File: src/shared/gsl_pkg.sv
// Purpose: Constants and types for the gateway status LED encoder
// Assumes: 20 MHz mclk
// Notes: Overview of operation
package gsl_pkg;
   localparam int GSL_FLASH_HALF_NS = 250000000;
   localparam int GSL_CLK_NS = 50;
   localparam int GSL_FLASH_HALF_CYC = GSL_FLASH_HALF_NS / GSL_CLK_NS;
   localparam int GSL_CNT_W = 24;
   // Gateway operating phases
   typedef enum logic [5:0] {
      GSL_GW_OFF = 6'h01,
      GSL_GW_START = 6'h02,
      GSL_GW_RUN = 6'h04,
      GSL_GW_BADCFG = 6'h08,
      GSL_GW_SELFTEST = 6'h10,
      GSL_GW_UPDATE = 6'h20
   } gsl_gw_e;
   // Status symbol codes
   typedef enum logic [1:0] {
      GSL_SYM_NORMAL = 2'h0,
      GSL_SYM_CHECK = 2'h1,
      GSL_SYM_OUTSPEC = 2'h2,
      GSL_SYM_INTERR = 2'h3
   } gsl_sym_e;
   // Indicator colour pair, bit1 red, bit0 green
   localparam logic [1:0] GSL_LED_OFF = 2'h0;
   localparam logic [1:0] GSL_LED_GRN = 2'h1;
   localparam logic [1:0] GSL_LED_RED = 2'h2;
   localparam logic [1:0] GSL_LED_RST = 2'h0;
   localparam logic [7:0] GSL_IRQ_RST = 8'h00;
   localparam logic [7:0] GSL_MASK_RST = 8'h00;
   localparam logic [3:0] GSL_ADR_STATUS = 4'h0;
   localparam logic [3:0] GSL_ADR_MASK = 4'h1;
   localparam logic [3:0] GSL_ADR_LEDS = 4'h2;
   localparam logic [3:0] GSL_ADR_INPUT = 4'h3;
endpackage : gsl_pkg
File: src/shared/gsl_flash_if.sv
// Purpose: Shared flash phase between divider and encoder
// Assumes: One clock domain
// Notes: Phase is a level, tick a one-cycle pulse
`timescale 1ns/1ps
`default_nettype none
interface gsl_flash_if;
   logic phase;
   logic tick;
   modport src (output phase, output tick);
   modport dst (input phase, input tick);
endinterface : gsl_flash_if
`default_nettype wire

File: src/core/gsl_encoder.sv
// Purpose: Gateway status LED encoder with register port and interrupt
// Assumes: State inputs come from pins, resynchronised here
// Notes: Fatal beats exception beats everything else on the LEDs; exception leaves statusSym alone
`timescale 1ns/1ps
`default_nettype none
module gsl_encoder #(
   parameter int HALF_CYC = gsl_pkg::GSL_FLASH_HALF_CYC
) (
   input wire logic mclk,
   input wire logic rst_n,
   input wire logic [5:0] gwPhase,
   input wire logic fatalErr,
   input wire logic exceptErr,
   input wire logic internalErr,
   input wire logic outOfSpec,
   input wire logic compStartup,
   input wire logic eipHasAddr,
   input wire logic eipConnUp,
   input wire logic eipDupAddr,
   input wire logic eipConnTmo,
   input wire logic mbHasAddr,
   input wire logic mbMsgSeen,
   input wire logic mbAddrConf,
   input wire logic mbConnTmo,
   input wire logic secLocked,
   input wire logic [3:0] regAddr,
   input wire logic [7:0] regWdata,
   input wire logic regWr,
   input wire logic regRd,
   output logic [7:0] regRdata,
   output logic irq,
   output logic [1:0] gwLed,
   output logic [1:0] eipLed,
   output logic [1:0] mbLed,
   output logic secLed,
   output gsl_pkg::gsl_sym_e statusSym
);
   import gsl_pkg::*;
   localparam int NIN = 20;
   gsl_flash_if fl ();
   gsl_flash_div #(.HALF_CYC(HALF_CYC)) uDiv (
      .mclk(mclk),
      .rst_n(rst_n),
      .fl(fl)
   );
   // Three-stage pin synchroniser, change accepted when stages 2 and 3 agree
   logic [NIN-1:0] rawIn;
   logic [NIN-1:0] s1_ff, s2_ff, s3_ff, in_ff;
   assign rawIn = {gwPhase, fatalErr, exceptErr, internalErr, outOfSpec,
      compStartup, eipHasAddr, eipConnUp, eipDupAddr, eipConnTmo,
      mbHasAddr, mbMsgSeen, mbAddrConf, mbConnTmo, secLocked};
   always_ff @(posedge mclk or negedge rst_n) begin
      if (!rst_n) begin
         s1_ff <= '0;
         s2_ff <= '0;
         s3_ff <= '0;
      end else begin
         s1_ff <= rawIn;
         s2_ff <= s1_ff;
         s3_ff <= s2_ff;
      end
   end
   genvar gi;
   generate
      for (gi = 0; gi < NIN; gi++) begin : gSync
         always_ff @(posedge mclk or negedge rst_n) begin
            if (!rst_n) begin
               in_ff[gi] <= 1'b0;
            end else if (s2_ff[gi] == s3_ff[gi]) begin
               in_ff[gi] <= s3_ff[gi];
            end
         end
      end
   endgenerate
   logic [5:0] sGw;
   logic sFatal, sExc, sInt, sOos, sComp;
   logic sEipAdr, sEipUp, sEipDup, sEipTmo;
   logic sMbAdr, sMbMsg, sMbConf, sMbTmo, sLock;
   assign {sGw, sFatal, sExc, sInt, sOos, sComp, sEipAdr, sEipUp, sEipDup,
      sEipTmo, sMbAdr, sMbMsg, sMbConf, sMbTmo, sLock} = in_ff;

   function automatic logic [1:0] flashOf(input logic [1:0] col,
      input logic ph);
      flashOf = ph ? col : GSL_LED_OFF;
   endfunction : flashOf

   logic [1:0] nxt_gwLed, nxt_eipLed, nxt_mbLed;
   logic nxt_secLed;
   gsl_sym_e nxt_sym;
   logic ph;
   assign ph = fl.phase;

   always_comb begin
      nxt_gwLed = GSL_LED_OFF;
      if (sFatal || sExc) begin
         nxt_gwLed = GSL_LED_RED;
      end else begin
         unique case (sGw)
            GSL_GW_START: nxt_gwLed = flashOf(GSL_LED_GRN, ph);
            GSL_GW_RUN: nxt_gwLed = GSL_LED_GRN;
            GSL_GW_BADCFG: nxt_gwLed = flashOf(GSL_LED_RED, ph);
            GSL_GW_SELFTEST,
            GSL_GW_UPDATE: nxt_gwLed = ph ? GSL_LED_RED : GSL_LED_GRN;
            default: nxt_gwLed = GSL_LED_OFF; // Illegal or off phase
         endcase
      end
   end

   always_comb begin
      if (sFatal) begin
         nxt_eipLed = GSL_LED_RED;
      end else if (sExc) begin
         nxt_eipLed = GSL_LED_OFF;
      end else if (!sEipAdr) begin
         nxt_eipLed = GSL_LED_OFF;
      end else if (sEipDup) begin
         nxt_eipLed = GSL_LED_RED;
      end else if (sEipTmo) begin
         nxt_eipLed = flashOf(GSL_LED_RED, ph);
      end else if (sEipUp) begin
         nxt_eipLed = GSL_LED_GRN;
      end else begin
         nxt_eipLed = flashOf(GSL_LED_GRN, ph);
      end
   end

   always_comb begin
      if (sFatal) begin
         nxt_mbLed = GSL_LED_RED;
      end else if (sExc) begin
         nxt_mbLed = GSL_LED_OFF;
      end else if (!sMbAdr) begin
         nxt_mbLed = GSL_LED_OFF;
      end else if (sMbConf) begin
         nxt_mbLed = GSL_LED_RED;
      end else if (sMbTmo) begin
         nxt_mbLed = flashOf(GSL_LED_RED, ph);
      end else if (sMbMsg) begin
         nxt_mbLed = GSL_LED_GRN;
      end else begin
         nxt_mbLed = flashOf(GSL_LED_GRN, ph);
      end
   end

   // Dark in both error states, even if the switch stays locked
   assign nxt_secLed = sLock && !sFatal && !sExc;

   always_comb begin
      if (sInt || sFatal) begin
         nxt_sym = GSL_SYM_INTERR;
      end else if (sComp || sGw == GSL_GW_START || sGw == GSL_GW_BADCFG ||
         (sEipAdr && !sEipUp) || (sMbAdr && !sMbMsg)) begin
         nxt_sym = GSL_SYM_CHECK;
      end else if (sOos) begin
         nxt_sym = GSL_SYM_OUTSPEC;
      end else begin
         nxt_sym = GSL_SYM_NORMAL;
      end
   end

   always_ff @(posedge mclk or negedge rst_n) begin
      if (!rst_n) begin
         gwLed <= GSL_LED_RST;
         eipLed <= GSL_LED_RST;
         mbLed <= GSL_LED_RST;
         secLed <= 1'b0;
         statusSym <= GSL_SYM_NORMAL;
      end else begin
         gwLed <= nxt_gwLed;
         eipLed <= nxt_eipLed;
         mbLed <= nxt_mbLed;
         secLed <= nxt_secLed;
         statusSym <= nxt_sym;
      end
   end

   // Events: fatal, exception, internal, eip dup, eip tmo, mb conf, mb tmo,
   // security lock change
   logic [7:0] evt, evtPrev_ff, status_ff, mask_ff, nxt_status;
   logic [7:0] evtLvl;
   assign evtLvl = {sLock, sMbTmo, sMbConf, sEipTmo, sEipDup, sInt, sExc,
      sFatal};
   assign evt = (evtLvl & ~evtPrev_ff) | {(evtLvl[7] ^ evtPrev_ff[7]), 7'h00};
   always_ff @(posedge mclk or negedge rst_n) begin
      if (!rst_n) begin
         evtPrev_ff <= GSL_IRQ_RST;
      end else begin
         evtPrev_ff <= evtLvl;
      end
   end
   // Set wins over the read-clear in the same cycle
   always_comb begin
      nxt_status = status_ff;
      if (regRd && regAddr == GSL_ADR_STATUS) begin
         nxt_status = 8'h00;
      end
      nxt_status = nxt_status | evt;
   end
   always_ff @(posedge mclk or negedge rst_n) begin
      if (!rst_n) begin
         status_ff <= GSL_IRQ_RST;
      end else begin
         status_ff <= nxt_status;
      end
   end
   always_ff @(posedge mclk or negedge rst_n) begin
      if (!rst_n) begin
         mask_ff <= GSL_MASK_RST;
      end else if (regWr && regAddr == GSL_ADR_MASK) begin
         mask_ff <= regWdata;
      end
   end
   assign irq = |(status_ff & mask_ff);

   always_ff @(posedge mclk or negedge rst_n) begin
      if (!rst_n) begin
         regRdata <= 8'h00;
      end else if (regRd) begin
         unique case (regAddr)
            GSL_ADR_STATUS: regRdata <= status_ff;
            GSL_ADR_MASK: regRdata <= mask_ff;
            GSL_ADR_LEDS: regRdata <= {secLed, mbLed, eipLed, gwLed, 1'b0};
            GSL_ADR_INPUT: regRdata <= {sFatal, sExc, sInt, sLock, sEipAdr,
               sEipUp, sMbAdr, sMbMsg};
            default: regRdata <= 8'h00;
         endcase
      end else begin
         regRdata <= 8'h00;
      end
   end

   a_fatal_all_red: assert property (@(posedge mclk) disable iff (!rst_n)
      sFatal |=> (gwLed == GSL_LED_RED && eipLed == GSL_LED_RED &&
      mbLed == GSL_LED_RED && !secLed))
      else $error("fatal did not force red indicators");
   a_exc_links_off: assert property (@(posedge mclk) disable iff (!rst_n)
      (sExc && !sFatal) |=> (gwLed == GSL_LED_RED && eipLed == GSL_LED_OFF &&
      mbLed == GSL_LED_OFF && !secLed))
      else $error("exception pattern wrong");
   a_gw_run_green: assert property (@(posedge mclk) disable iff (!rst_n)
      (sGw == GSL_GW_RUN && !sFatal && !sExc) |=> gwLed == GSL_LED_GRN)
      else $error("gateway not steady green when running");
   a_sym_interr: assert property (@(posedge mclk) disable iff (!rst_n)
      sInt |=> statusSym == GSL_SYM_INTERR)
      else $error("internal error symbol missing");
   a_sym_check: assert property (@(posedge mclk) disable iff (!rst_n)
      (sComp && !sInt && !sFatal) |=> statusSym == GSL_SYM_CHECK)
      else $error("check function symbol missing");
   a_mb_msg_green: assert property (@(posedge mclk) disable iff (!rst_n)
      (sMbAdr && sMbMsg && !sMbConf && !sMbTmo && !sFatal && !sExc)
      |=> mbLed == GSL_LED_GRN)
      else $error("modbus not steady green");
   a_mb_noaddr_off: assert property (@(posedge mclk) disable iff (!rst_n)
      (!sMbAdr && !sFatal) |=> mbLed == GSL_LED_OFF)
      else $error("modbus lit without address");
   a_eip_dup_red: assert property (@(posedge mclk) disable iff (!rst_n)
      (sEipAdr && sEipDup && !sFatal && !sExc) |=> eipLed == GSL_LED_RED)
      else $error("duplicate address not red");
   a_eip_noaddr_off: assert property (@(posedge mclk) disable iff (!rst_n)
      (!sEipAdr && !sFatal) |=> eipLed == GSL_LED_OFF)
      else $error("eip lit without address");
   a_eip_flash_grn: assert property (@(posedge mclk) disable iff (!rst_n)
      (sEipAdr && !sEipUp && !sEipDup && !sEipTmo && !sFatal && !sExc)
      |=> eipLed == (ph ? GSL_LED_GRN : GSL_LED_OFF) || $changed(ph))
      else $error("eip not flashing green");
   a_sec_locked: assert property (@(posedge mclk) disable iff (!rst_n)
      (sLock && !sFatal && !sExc) |=> secLed)
      else $error("security lamp dark while locked");
endmodule : gsl_encoder
`default_nettype wire

File: src/core/gsl_flash_div.sv
// Purpose: Free-running flash divider
// Assumes: HALF_CYC at least two
// Notes: Single source keeps every LED in phase
`timescale 1ns/1ps
`default_nettype none
module gsl_flash_div #(
   parameter int HALF_CYC = gsl_pkg::GSL_FLASH_HALF_CYC
) (
   input wire logic mclk,
   input wire logic rst_n,
   gsl_flash_if.src fl
);
   import gsl_pkg::*;
   logic [GSL_CNT_W-1:0] cnt_ff;
   logic phase_ff;
   logic wrap;
   assign wrap = (cnt_ff == GSL_CNT_W'(HALF_CYC - 1));
   always_ff @(posedge mclk or negedge rst_n) begin
      if (!rst_n) begin
         cnt_ff <= '0;
      end else if (wrap) begin
         cnt_ff <= '0;
      end else begin
         cnt_ff <= cnt_ff + 1'b1;
      end
   end
   always_ff @(posedge mclk or negedge rst_n) begin
      if (!rst_n) begin
         phase_ff <= 1'b0;
      end else if (wrap) begin
         phase_ff <= ~phase_ff;
      end
   end
   assign fl.phase = phase_ff;
   assign fl.tick = wrap;
   a_flash_period: assert property (@(posedge mclk) disable iff (!rst_n)
      $rose(phase_ff) |-> $past(wrap))
      else $error("flash phase moved without divider wrap");
endmodule : gsl_flash_div
`default_nettype wire

File: config.mk
export PLATFORM = sky130hd
export DESIGN_NAME = gsl_encoder
export DESIGN_NICKNAME = d
export VERILOG_FILES = /design/src/shared/gsl_pkg.sv /design/src/shared/gsl_flash_if.sv /design/src/core/gsl_encoder.sv /design/src/core/gsl_flash_div.sv
export SDC_FILE = /design/constraint.sdc
export NUM_CORES = 1
export LEC_CHECK = 0
export ABC_AREA = 1
export BUFFER_PORTS_ARGS = -buffer_cell sky130_fd_sc_hd__buf_2
export CORE_ASPECT_RATIO = 1.75
export CORE_MARGIN = 8
export CORE_UTILIZATION = 62
export CTS_CLUSTER_DIAMETER = 100
export DETAILED_ROUTE_END_ITERATION = 6
export GPL_TIMING_DRIVEN = 1
export PLACE_DENSITY = 0.84
export SETUP_SLACK_MARGIN = 0.5
export SYNTH_ARGS = -nofsm -noshare
export SYNTH_HDL_FRONTEND = slang
export SYNTH_SLANG_ARGS = --single-unit
export TNS_END_PERCENT = 20
File: constraint.sdc
create_clock -name mclk -period 2.3 [get_ports mclk]
set_input_delay 0.345 -clock mclk [delete_from_list [all_inputs] [get_ports mclk]]
set_output_delay 0.345 -clock mclk [all_outputs]
set_load 0.01 [all_outputs]
; ---- Yosys cells after proc, flatten, opt, wreduce, memory -nomap -nowiden
; Index checks and enable logic that the tools add are counted.
[totals]
register_bits = 146
input_bits = 36
out_inout_bits = 18
elab_cells = 114
[op_classes]
addsub = 1
n_eq_ne = 29
muxes = 24
bitwise = 7
reduce_logical = 19
[op_table]
columns = op, n
row1 = 2-bit 2-to-1 mux, 16
row2 = 8-bit case mux with 4 select lines, 1
row3 = 24-bit by 1-bit adder with 24-bit output (second input constant), 1
row4 = 24-bit by 23-bit == test with 1-bit output (second input constant), 1
row5 = 24-bit 2-to-1 mux, 1
row6 = 1-bit == test, 20
row7 = 8-bit AND, 2
row8 = 8-bit 2-to-1 mux, 2
row9 = 8-bit OR, 2
row10 = 4-bit by 2-bit == test with 1-bit output (second input constant), 2
row11 = 8-bit inverter, 1
row12 = 2-bit case mux with 4 select lines, 1
row13 = 8-bit OR reduction, 1
row14 = 6-bit by 2-bit == test with 1-bit output (second input constant), 1
row15 = 6-bit by 3-bit == test with 1-bit output (second input constant), 1
row16 = 6-bit by 4-bit == test with 1-bit output (second input constant), 1
row17 = 6-bit by 5-bit == test with 1-bit output (second input constant), 1
row18 = 6-bit == test (second input constant), 1
row19 = 1-bit logical AND, 6
row20 = 1-bit logical OR, 6
row21 = 4-bit by 1-bit == test with 1-bit output (second input constant), 1
row22 = 1-bit logical NOT, 4
row23 = 4-bit logical NOT, 1
row24 = 1-bit 2-to-1 mux, 3
row25 = other kinds (3), 3

; ---- Depth between registers and ports, before layout
; Gate-level depths: netlist (run 1).
[depth]
ltp_word = 7
depth_mapped = 9
depth_no_buf = 9

; ---- Cells and area by module
; A second synthesis (run 1) with hierarchy kept.
[hier_totals]
cells_unflattened = 516
hier_area_um2 = 5606.6
[by_module_without_submodules]
columns = module, instances, cells_each, area_each_um2, seq_area_each_um2
row1 = gsl_encoder, 1, 314, 4127.7, 3027.9
row2 = gsl_flash_div, 1, 202, 1478.9, 625.6

; ---- Worst setup path after synthesis (run 1)
; Ideal clock, no wire load.
[synth_path]
kind = flip-flop to flip-flop
from = register uDiv.cnt_ff[0]
to = register uDiv.cnt_ff[19]
setup_time_ns = 0.119
arrival_time_ns = 1.166
required_ns = 2.181
path_slack_ns = 1.015
path_stages_with_launch = 9
n_path_buf = 0
period_less_slack_ns = 1.285
path_cell_list = dfrtp_1 > ha_1 > nand3_2 > inv_2 > nand2_4 > nor2_2 > nand3_4 > nand2_1 > nor2_1
[synth_via]
elab_chain_len = 2
elab_cells_between_ends = 3
cone_classes = add/sub (1) / eq/ne (1) / mux (1)
[synth_lines]
columns = item, line_no
row1 = start: declaration, gsl_flash_div.sv:14  ; logic [GSL_CNT_W-1:0] cnt_ff;
row2 = start signal: assignment, gsl_flash_div.sv:24  ; cnt_ff <= cnt_ff + 1'b1;
row3 = 24-bit by 1-bit adder with 24-bit output / 24-bit by 23-bit == test with 1-bit output (equally long branches), "gsl_flash_div.sv:24, gsl_flash_div.sv:17"
row4 = 24-bit 2-to-1 mux (*), gsl_flash_div.sv:21  ; end else if (wrap) begin
; Mark *: on every way between the ends. The rest lies on a longest branch, timed or not.
; A chain may end at the register's enable or synchronous reset.

; ---- Worst setup path after layout (run 1)
[layout_path]
from = register status_ff[3]
to = output port irq
[layout_via]
elab_chain_len = 2
[layout_lines]
columns = item, line_no
row1 = start: declaration, gsl_encoder.sv:179  ; logic [7:0] evt, evtPrev_ff, status_ff, mask_ff, nxt_status;
row2 = start signal: assignment, gsl_encoder.sv:203  ; status_ff <= nxt_status;
row3 = 8-bit AND, gsl_encoder.sv:213  ; assign irq = |(status_ff & mask_ff);
row4 = 8-bit OR reduction, gsl_encoder.sv:213
row5 = end: declaration, gsl_encoder.sv:31  ; output logic irq,
; No other way between the ends.

==> metrics.md, run 1 <==
| Metric | Value |
|---|---|
| Synthesis-stage register bit count | `approximately 150` |
| Simple-gate share of the synthesized area | `between 15 and 20%` |
| Layout Nets | `around 610` |
| Core area | `roughly 0.0086 sq mm` |
| Post-Synthesis Cells | `between 400 and 500` |
| Complex-gate fraction of the synthesized area | `under 10%` |
| CTS H-Tree Depth | `4` |
| Top-area cell type share of the netlist area | `about two thirds` |
| Vias in the first global route | `between 3k and 4k` |
| Post-synth top cells | `dfrtp_1 (146), nor2_1 (78), inv_1 (75), nand2_1 (64), o22ai_1 (26)` |
| Wirelength per Cell | `roughly 16 um` |
| Final Core Density | `between 70% and 80%` |
| Yosys cell types | `27` |
| Grt total ovfl | `0` |
| Die area | `0.0121 sq mm` |
| Relative slew slack | `between 70% and 80%` |
| Mapped Nets | `536` |
| GP Congestion | `about 0.9` |
| Kind of critical path | `reg2out` |
| Setup violators final | `0` |
| Seq/Total Area, Yosys | `roughly two thirds` |
| First-pass GRT wire length | `18.6 mm` |
| Synth warnings | `0` |
| Total Negative Setup Slacks | `0 ns` |
| # Max-Cap Violations | `0` |
| Detailed placer's ending HPWL | `just under 8 mm` |
| Hold Crit Class | `in2reg` |
| Final hold vios | `0` |
| Row count | `45` |
| Static leakage power | `between 3 and 4 nW` |
| Area share of fa/ha/maj cells after synthesis | `under 10%` |
| R2R depth | `8` |
| CTS tree | `yes` |
| CTS Root Cell | `clkbuf_16` |
| Storage cell area | `roughly 0.0037 sq mm` |
| Worst-path clk slew | `0.06 ns` |
| Mean number of vias per cell | `roughly 5.4` |
| RSZ-0062 raised after global routing | `false` |
| Worst skew pair latency | `roughly 0.42 ns` |
| Crit start category | `flip-flop` |
| Largest family of logic cells by synthesized area | `simple AND/OR/NAND/NOR gates` |
| Area of the multi-input gates | `0.00146 sq mm` |
| Dominant cell by count in the synthesized netlist | `dfrtp_1` |
| Total CTS buffers | `17` |
| CP Data Arrival Time | `~1.3 ns` |
| Layout cells sized above 1 | `a little under a fifth` |
| Worst slack, placed | `around 0.84 ns` |
| Die W | `between 80 and 90 um` |
| Worst-margin pin slew | `approximately 0.45 ns` |
| EDFF count, synth | `0` |
| CTS resizes | `0` |
| Fmax | `0.606 GHz` |
| Sink Count | `roughly 150` |
| DR vias | `~3.8k` |
| DRC Markers | `0` |
| Min-delay src | `internalErr` |
| Drt total wl | `approximately 11 mm` |
| R2r setup slk | `~0.8 ns` |
| P&R area growth vs syn | `18.8%` |
| Worst Setup End Kind | `primary output` |
| Worst hold slack | `a little over 0.03 ns` |
| Clk buf depth | `2` |
| Min setup slack post-route | `0.650 ns` |
| Antenna Nets Post-Route | `0` |
| Pwr Density | `885 mW/mm^2` |
| R2R Path Start | `uDiv.cnt_ff[0]` |
| Fraction of registers with async set/reset | `100%` |
| CP Data Required Time | `1.96 ns` |
| Minimum clock period | `1.65 ns` |
| Fill cell instance count of the final layout | `roughly 580` |
| Global Route Usage Sum | `20.2%` |
| Post-Syn Area | `0.00541 sq mm` |
| N_diodes | `0` |
| Period utilisation layout | `between 70 and 80%` |
| Post-Syn Area per Cell | `10.8 sq um` |
| XOR/XNOR Fraction of Synth Area | `between 2 and 2.5%` |
| Clock Skew | `roughly 0.0063 ns` |
| Slew Viols, Final | `0` |
| I/O pin total | `54` |
| Port Buffers | `53` |
| Antenna violations before repair | `0` |
| Post-synth top area cell | `dfrtp_1` |
| Iter 0 DRT Violations | `210` |
| Reg2reg end | `uDiv.cnt_ff[19]` |
| Synth top area cells | `dfrtp_1 (68%), nor2_1 (5.4%), inv_1 (5.2%)` |
| VDD IR max | `about 0.00064 V` |
| Worst Setup SP | `status_ff[3]` |
| Die height | `~140 um` |
| Largest net degree at the start of global routing | `between 60 and 70` |
| Cell depth of the worst hold path | `1` |
| Initial Util | `roughly 63%` |
| Hold Path End | `s1_ff[11]` |
| Main synth FF type | `dfrtp_1` |
| Status | `finished, final reports clean` |
| Mux cell area share after synthesis | `0%` |
| DRT Pass-1 Iters | `6` |
| Crit Path Max Fanout | `3` |
state kept, by name, summed over array words and instances, names as in the netlist, 2 cells and up:
name and count:
eipLed 2, evtPrev_ff 8, gwLed 2, in_ff 6, mask_ff 8, mbLed 2
regRdata 8, s1_ff 20, s2_ff 20, s3_ff 20, statusSym 2, status_ff 8
uDiv.cnt_ff 24
layout by cell type (no fill, tap or decap):
cell and instances:
clkinvlp_4 4, xor2_1 9, nand2_2 1, nor3_2 1, nor3_1 3, inv_8 1, buf_4 2, nand4_1 8
dfrtp_1 146, maj3_1 20, nand2_4 1, nor2_4 1, nand3_2 2, xnor2_1 4, o21ai_0 9, inv_6 6
nor2_2 7, nor4_1 2, ha_1 1, inv_1 75, or2_2 2, clkbuf_8 1, inv_2 2, buf_2 52
nor2_1 78, clkinv_4 3, o31ai_1 2, nand3_1 21, nand3_4 1, buf_6 1, dlygate4sd3_1 1, clkbuf_16 17
o22ai_1 26, nand3b_1 1, a21oi_1 11, buf_12 1, nand2_1 64
worst max-delay path, cell delays in order, from the launching register on:
cell and delay, ns:
dfrtp_1 0.36, inv_1 0.12, o22ai_1 0.11, nor2_1 0.11
nand2_1 0.06, buf_2 0.14
layer usage:
metal	wire (um)	vias up	GRT usage (%)
met5	0	-	0
met4	368	0	10.7
met3	693	42	5.84
met2	6050	185	34.9
met1	4110	1818	21.3
li1	-	1740	-
area by class of cell:
class                           count  area share [%]
Clock inverter                     14            1.87
Tap cell                          117            2.28
Multi-Input combinational cell    275            22.7
Sequential cell                   146            56.9
Timing Repair Buffer               57            4.93
Inverter                           77            4.50
Clock buffer                       18            6.84
cells by family after synthesis:
group                    after synthesis
AO/OA/AOI/OAI                         48
XOR/XNOR                              13
adder cells (fa/ha/maj)               21
buffers and inverters                 78
flip-flops                           146
AND/OR/NAND/NOR                      193
through the flow:
step / cells / total power, mW / cell area [sq um]
6_report: 704 / 5.69 / 6420
5_1_grt: 704 / 5.89 / 6420
4_1_cts: 704 / 5.72 / 6420
3_5_place_dp: 671 / 3.18 / 5860
3_3_place_gp: 671 / 3.15 / 5860
2_1_floorplan: 499 / 2.99 / 5410
what timing repair did:
| action | in CTS | in global routing |
|---|---|---|
| hold buffers | 1 | 0 |
| setup buffers | 0 | 0 |
| hold endpoints to repair | 23 | 0 |
power by group:
part	internal, mW	switching [mW]
combinational	0.120	0.205
clock	1.44	1.11
sequential	2.73	0.0871
total	4.28	1.40
worst max path at each step:
stage	cells past startpoint	slack, ns	to
finish	5	0.65	irq
global route	5	0.57	irq
CTS	5	0.65	irq
detailed placement	8	0.84	uDiv.cnt_ff[19]
global placement	8	0.92	uDiv.cnt_ff[9]
floorplan	8	1.01	uDiv.cnt_ff[19]
Power figures use the tool's default switching activity.
==> inputs of run 2 (changes only) <==
--- a/config.mk
+++ b/config.mk
@@ -9,11 +9,11 @@
 export BUFFER_PORTS_ARGS = -buffer_cell sky130_fd_sc_hd__buf_2
 export CORE_ASPECT_RATIO = 1.75
 export CORE_MARGIN = 8
-export CORE_UTILIZATION = 62
+export CORE_UTILIZATION = 52
 export CTS_CLUSTER_DIAMETER = 100
 export DETAILED_ROUTE_END_ITERATION = 6
 export GPL_TIMING_DRIVEN = 1
-export PLACE_DENSITY = 0.84
+export PLACE_DENSITY = 0.75
 export SETUP_SLACK_MARGIN = 0.5
 export SYNTH_ARGS = -nofsm -noshare
 export SYNTH_HDL_FRONTEND = slang
==> constraint.sdc (replaced) <==
create_clock -name mclk -period 1.4 [get_ports mclk]
set_input_delay 0.21 -clock mclk [delete_from_list [all_inputs] [get_ports mclk]]
set_output_delay 0.21 -clock mclk [all_outputs]
set_load 0.01 [all_outputs]
==> run 2 against run 1 <==
Highest routed layer unchanged. Non-clock buffer count is 70 higher. Utilization grew 1.1 points. Clock-buffer cell count is the same. Wire length rose by 22%. The flow now finishes with violations (negative setup slack). Cell count rose by 11%. Worst setup slack worse by 0.73 ns. Total power grew 81%.
==> metrics.md, run 2 (synthesized netlist as in run 1, its figures left out) <==
| Metric | Value |
|---|---|
| Clock Skew | `between 0.006 and 0.007 ns` |
| Initial Util | `between 50% and 60%` |
| Sink Count | `146` |
| Wirelength per Cell | `approximately 18 um` |
| Clk buf depth | `2` |
| Logic pwr share | `under 10%` |
| CTS H-Tree Depth | `4` |
| GP Congestion | `0.953` |
| Static leakage power | `3.69 nW` |
| Worst hold slack | `0.0443 ns` |
| P&R area growth vs syn | `43.3%` |
| DRT Pass-1 Iters | `4` |
| Die area | `approximately 0.014 sq mm` |
| Minimum clock period | `1.48 ns` |
| Min setup slack post-route | `-0.0828 ns` |
| Register with the highest flop count | `uDiv.cnt_ff` |
| N_diodes | `0` |
| Port Buffers | `53` |
| CP Data Required Time | `1.71 ns` |
| Final Core Density | `about three quarters` |
| Most common cell after layout, fill and taps aside | `dfrtp_1` |
| Net Sw Frac | `approximately a quarter` |
| Antenna violations before repair | `0` |
| Antenna Nets Post-Route | `0` |
| Fmax | `~0.67 GHz` |
| Worst Setup End Kind | `flip-flop` |
| CTS tree | `yes` |
| Failing checks | `negative setup slack` |
| Layout Nets | `between 600 and 700` |
| Vias in the first global route | `approximately 4.4k` |
| Final Instance Count excl. Fillers | `just under 800` |
| Cell depth of the worst hold path | `3` |
| Number of flip-flops in the largest register | `24` |
| RSZ-0062 raised after global routing | `true` |
| I/O pin total | `54` |
| Relative slew slack | `a little over 70%` |
| Kind of critical path | `reg2reg` |
| Row count | `slightly below 50` |
| Setup violators final | `10` |
| Worst-path clk slew | `approximately 0.060 ns` |
| Core area | `roughly 0.010 sq mm` |
| Period utilisation layout | `106%` |
| Final hold vios | `0` |
| Mean number of vias per cell | `~5.3` |
| Drt total wl | `~14 mm` |
| Iter 0 DRT Violations | `approximately 260` |
| Grt total ovfl | `0` |
| Die height | `approximately 150 um` |
| Status | `complete, but fails checks` |
| Sequential group share of total power | `between 40 and 50%` |
| Clock power share | `a little under half` |
| Placed cell area | `approximately 0.0060 sq mm` |
| Crit Path Max Fanout | `4` |
| Global Route Usage Sum | `about a fifth` |
| R2R depth | `8` |
| Worst-margin pin slew | `about 0.41 ns` |
| VDD IR max | `a little under 0.001 V` |
| Total CTS buffers | `17` |
| CTS Root Cell | `clkbuf_16` |
| Layout cells sized above 1 | `between 40% and 50%` |
| DR vias | `roughly 4.2k` |
| Switching power | `around 2.4 mW` |
| P_int | `about 7.9 mW` |
| Slew Viols, Final | `0` |
| Pwr Density | `~1300 mW/mm^2` |
| Placed Instances | `~690` |
| Most frequent cells in the layout | `dfrtp_1 (128), nor2_1 (57), inv_1 (44)` |
| First-pass GRT wire length | `slightly above 20 mm` |
| Crit start category | `flip-flop` |
| Worst skew pair latency | `about 0.42 ns` |
| CP Data Arrival Time | `between 1.5 and 2 ns` |
| Post-route cell area | `roughly 0.0077 sq mm` |
| Detailed placer's ending HPWL | `between 8 and 9 mm` |
| Largest net degree at the start of global routing | `41` |
| Die W | `between 90 and 100 um` |
| # Max-Cap Violations | `0` |
| DRC Markers | `0` |
| Power Total | `10.3 mW` |
| Hold Crit Class | `in2reg` |
==> run 2: cell types whose count changed in the layout (fill, tap and decap cells not counted), sizes merged <==
cell / previous run / this run
buf: 56 / 105
bufinv: 0 / 4
clkinvlp: 4 / 1
dlygate4sd3: 1 / 22
inv: 84 / 82
nand3: 24 / 25
==> run 2: stage by stage <==
| step | setup TNS, ns | setup WS, ns |
|---|---|---|
| after global routing | -1.71 | -0.180 |
| after detailed placement | -0.118 | -0.0277 |
| after floorplan | 0 | 0.164 |
| after CTS | -0.214 | -0.0612 |
| after global placement | -0.0205 | -0.0115 |
| final | -0.345 | -0.0828 |
==> run 2: worst paths after layout <==
| kind | start | endpoint | slack (ns) |
|---|---|---|---|
| min in group asynchronous | rst_n | regRdata[1] | 0.24 |
| worst max register to register | uDiv.cnt_ff[1] | uDiv.cnt_ff[18] | -0.08 |
| worst max-delay path | uDiv.cnt_ff[1] | uDiv.cnt_ff[18] | -0.08 |
| worst min register to register | s1_ff[13] | s2_ff[13] | 0.35 |
| max in group asynchronous | rst_n | sEipDup | 0.63 |
| worst min-delay path | regWdata[0] | mask_ff[0] | 0.04 |
==> run 2: cell type report <==
class                           count  area, sq um
Clock buffer                       18          439
Sequential cell                   146         3680
Multi-Input combinational cell    276         1960
Tap cell                          127          159
Timing Repair Buffer              127         1000
Clock inverter                     13          196
Inverter                           77          317
Fill cell                         633         2430
==> run 2: power groups by stage <==
stage / clock network, mW / registers (mW) / logic, mW
floorplan: 0 / 4.67 / 0.252
global placement: 0 / 4.68 / 0.525
detailed placement: 0 / 4.70 / 0.548
CTS: 4.91 / 4.66 / 0.706
global route: 5.09 / 4.70 / 0.853
finish: 4.85 / 4.68 / 0.786
==> run 2: worst max-delay path: stages (launching register included) <==
cell,delay [ns]
dfrtp_1,0.42
ha_4,0.18
nand3_4,0.11
inv_4,0.12
nand3_1,0.10
nor2_1,0.20
nand2_1,0.12
nand2_2,0.09
nor2_2,0.03
==> run 2: what timing repair did <==
item | 4_1_cts | 5_1_grt
resized for setup | 108 | 92
pin swaps | 54 | 69
endpoints found under the setup margin | 65 | 79
buffers inserted | 16 | 23
endpoints found under the hold margin | 147 | 0
gates cloned | 1 | 0
hold buffers | 22 | 0
==> run 2: routing by layer <==
metal	share of wire, %	global-route usage, %	vias to the layer above
li1	-	-	1893
met1	35	17.9	2065
met2	56	35.2	162
met3	4.6	5.56	51
met4	4.5	12.5	0
met5	0	0	-
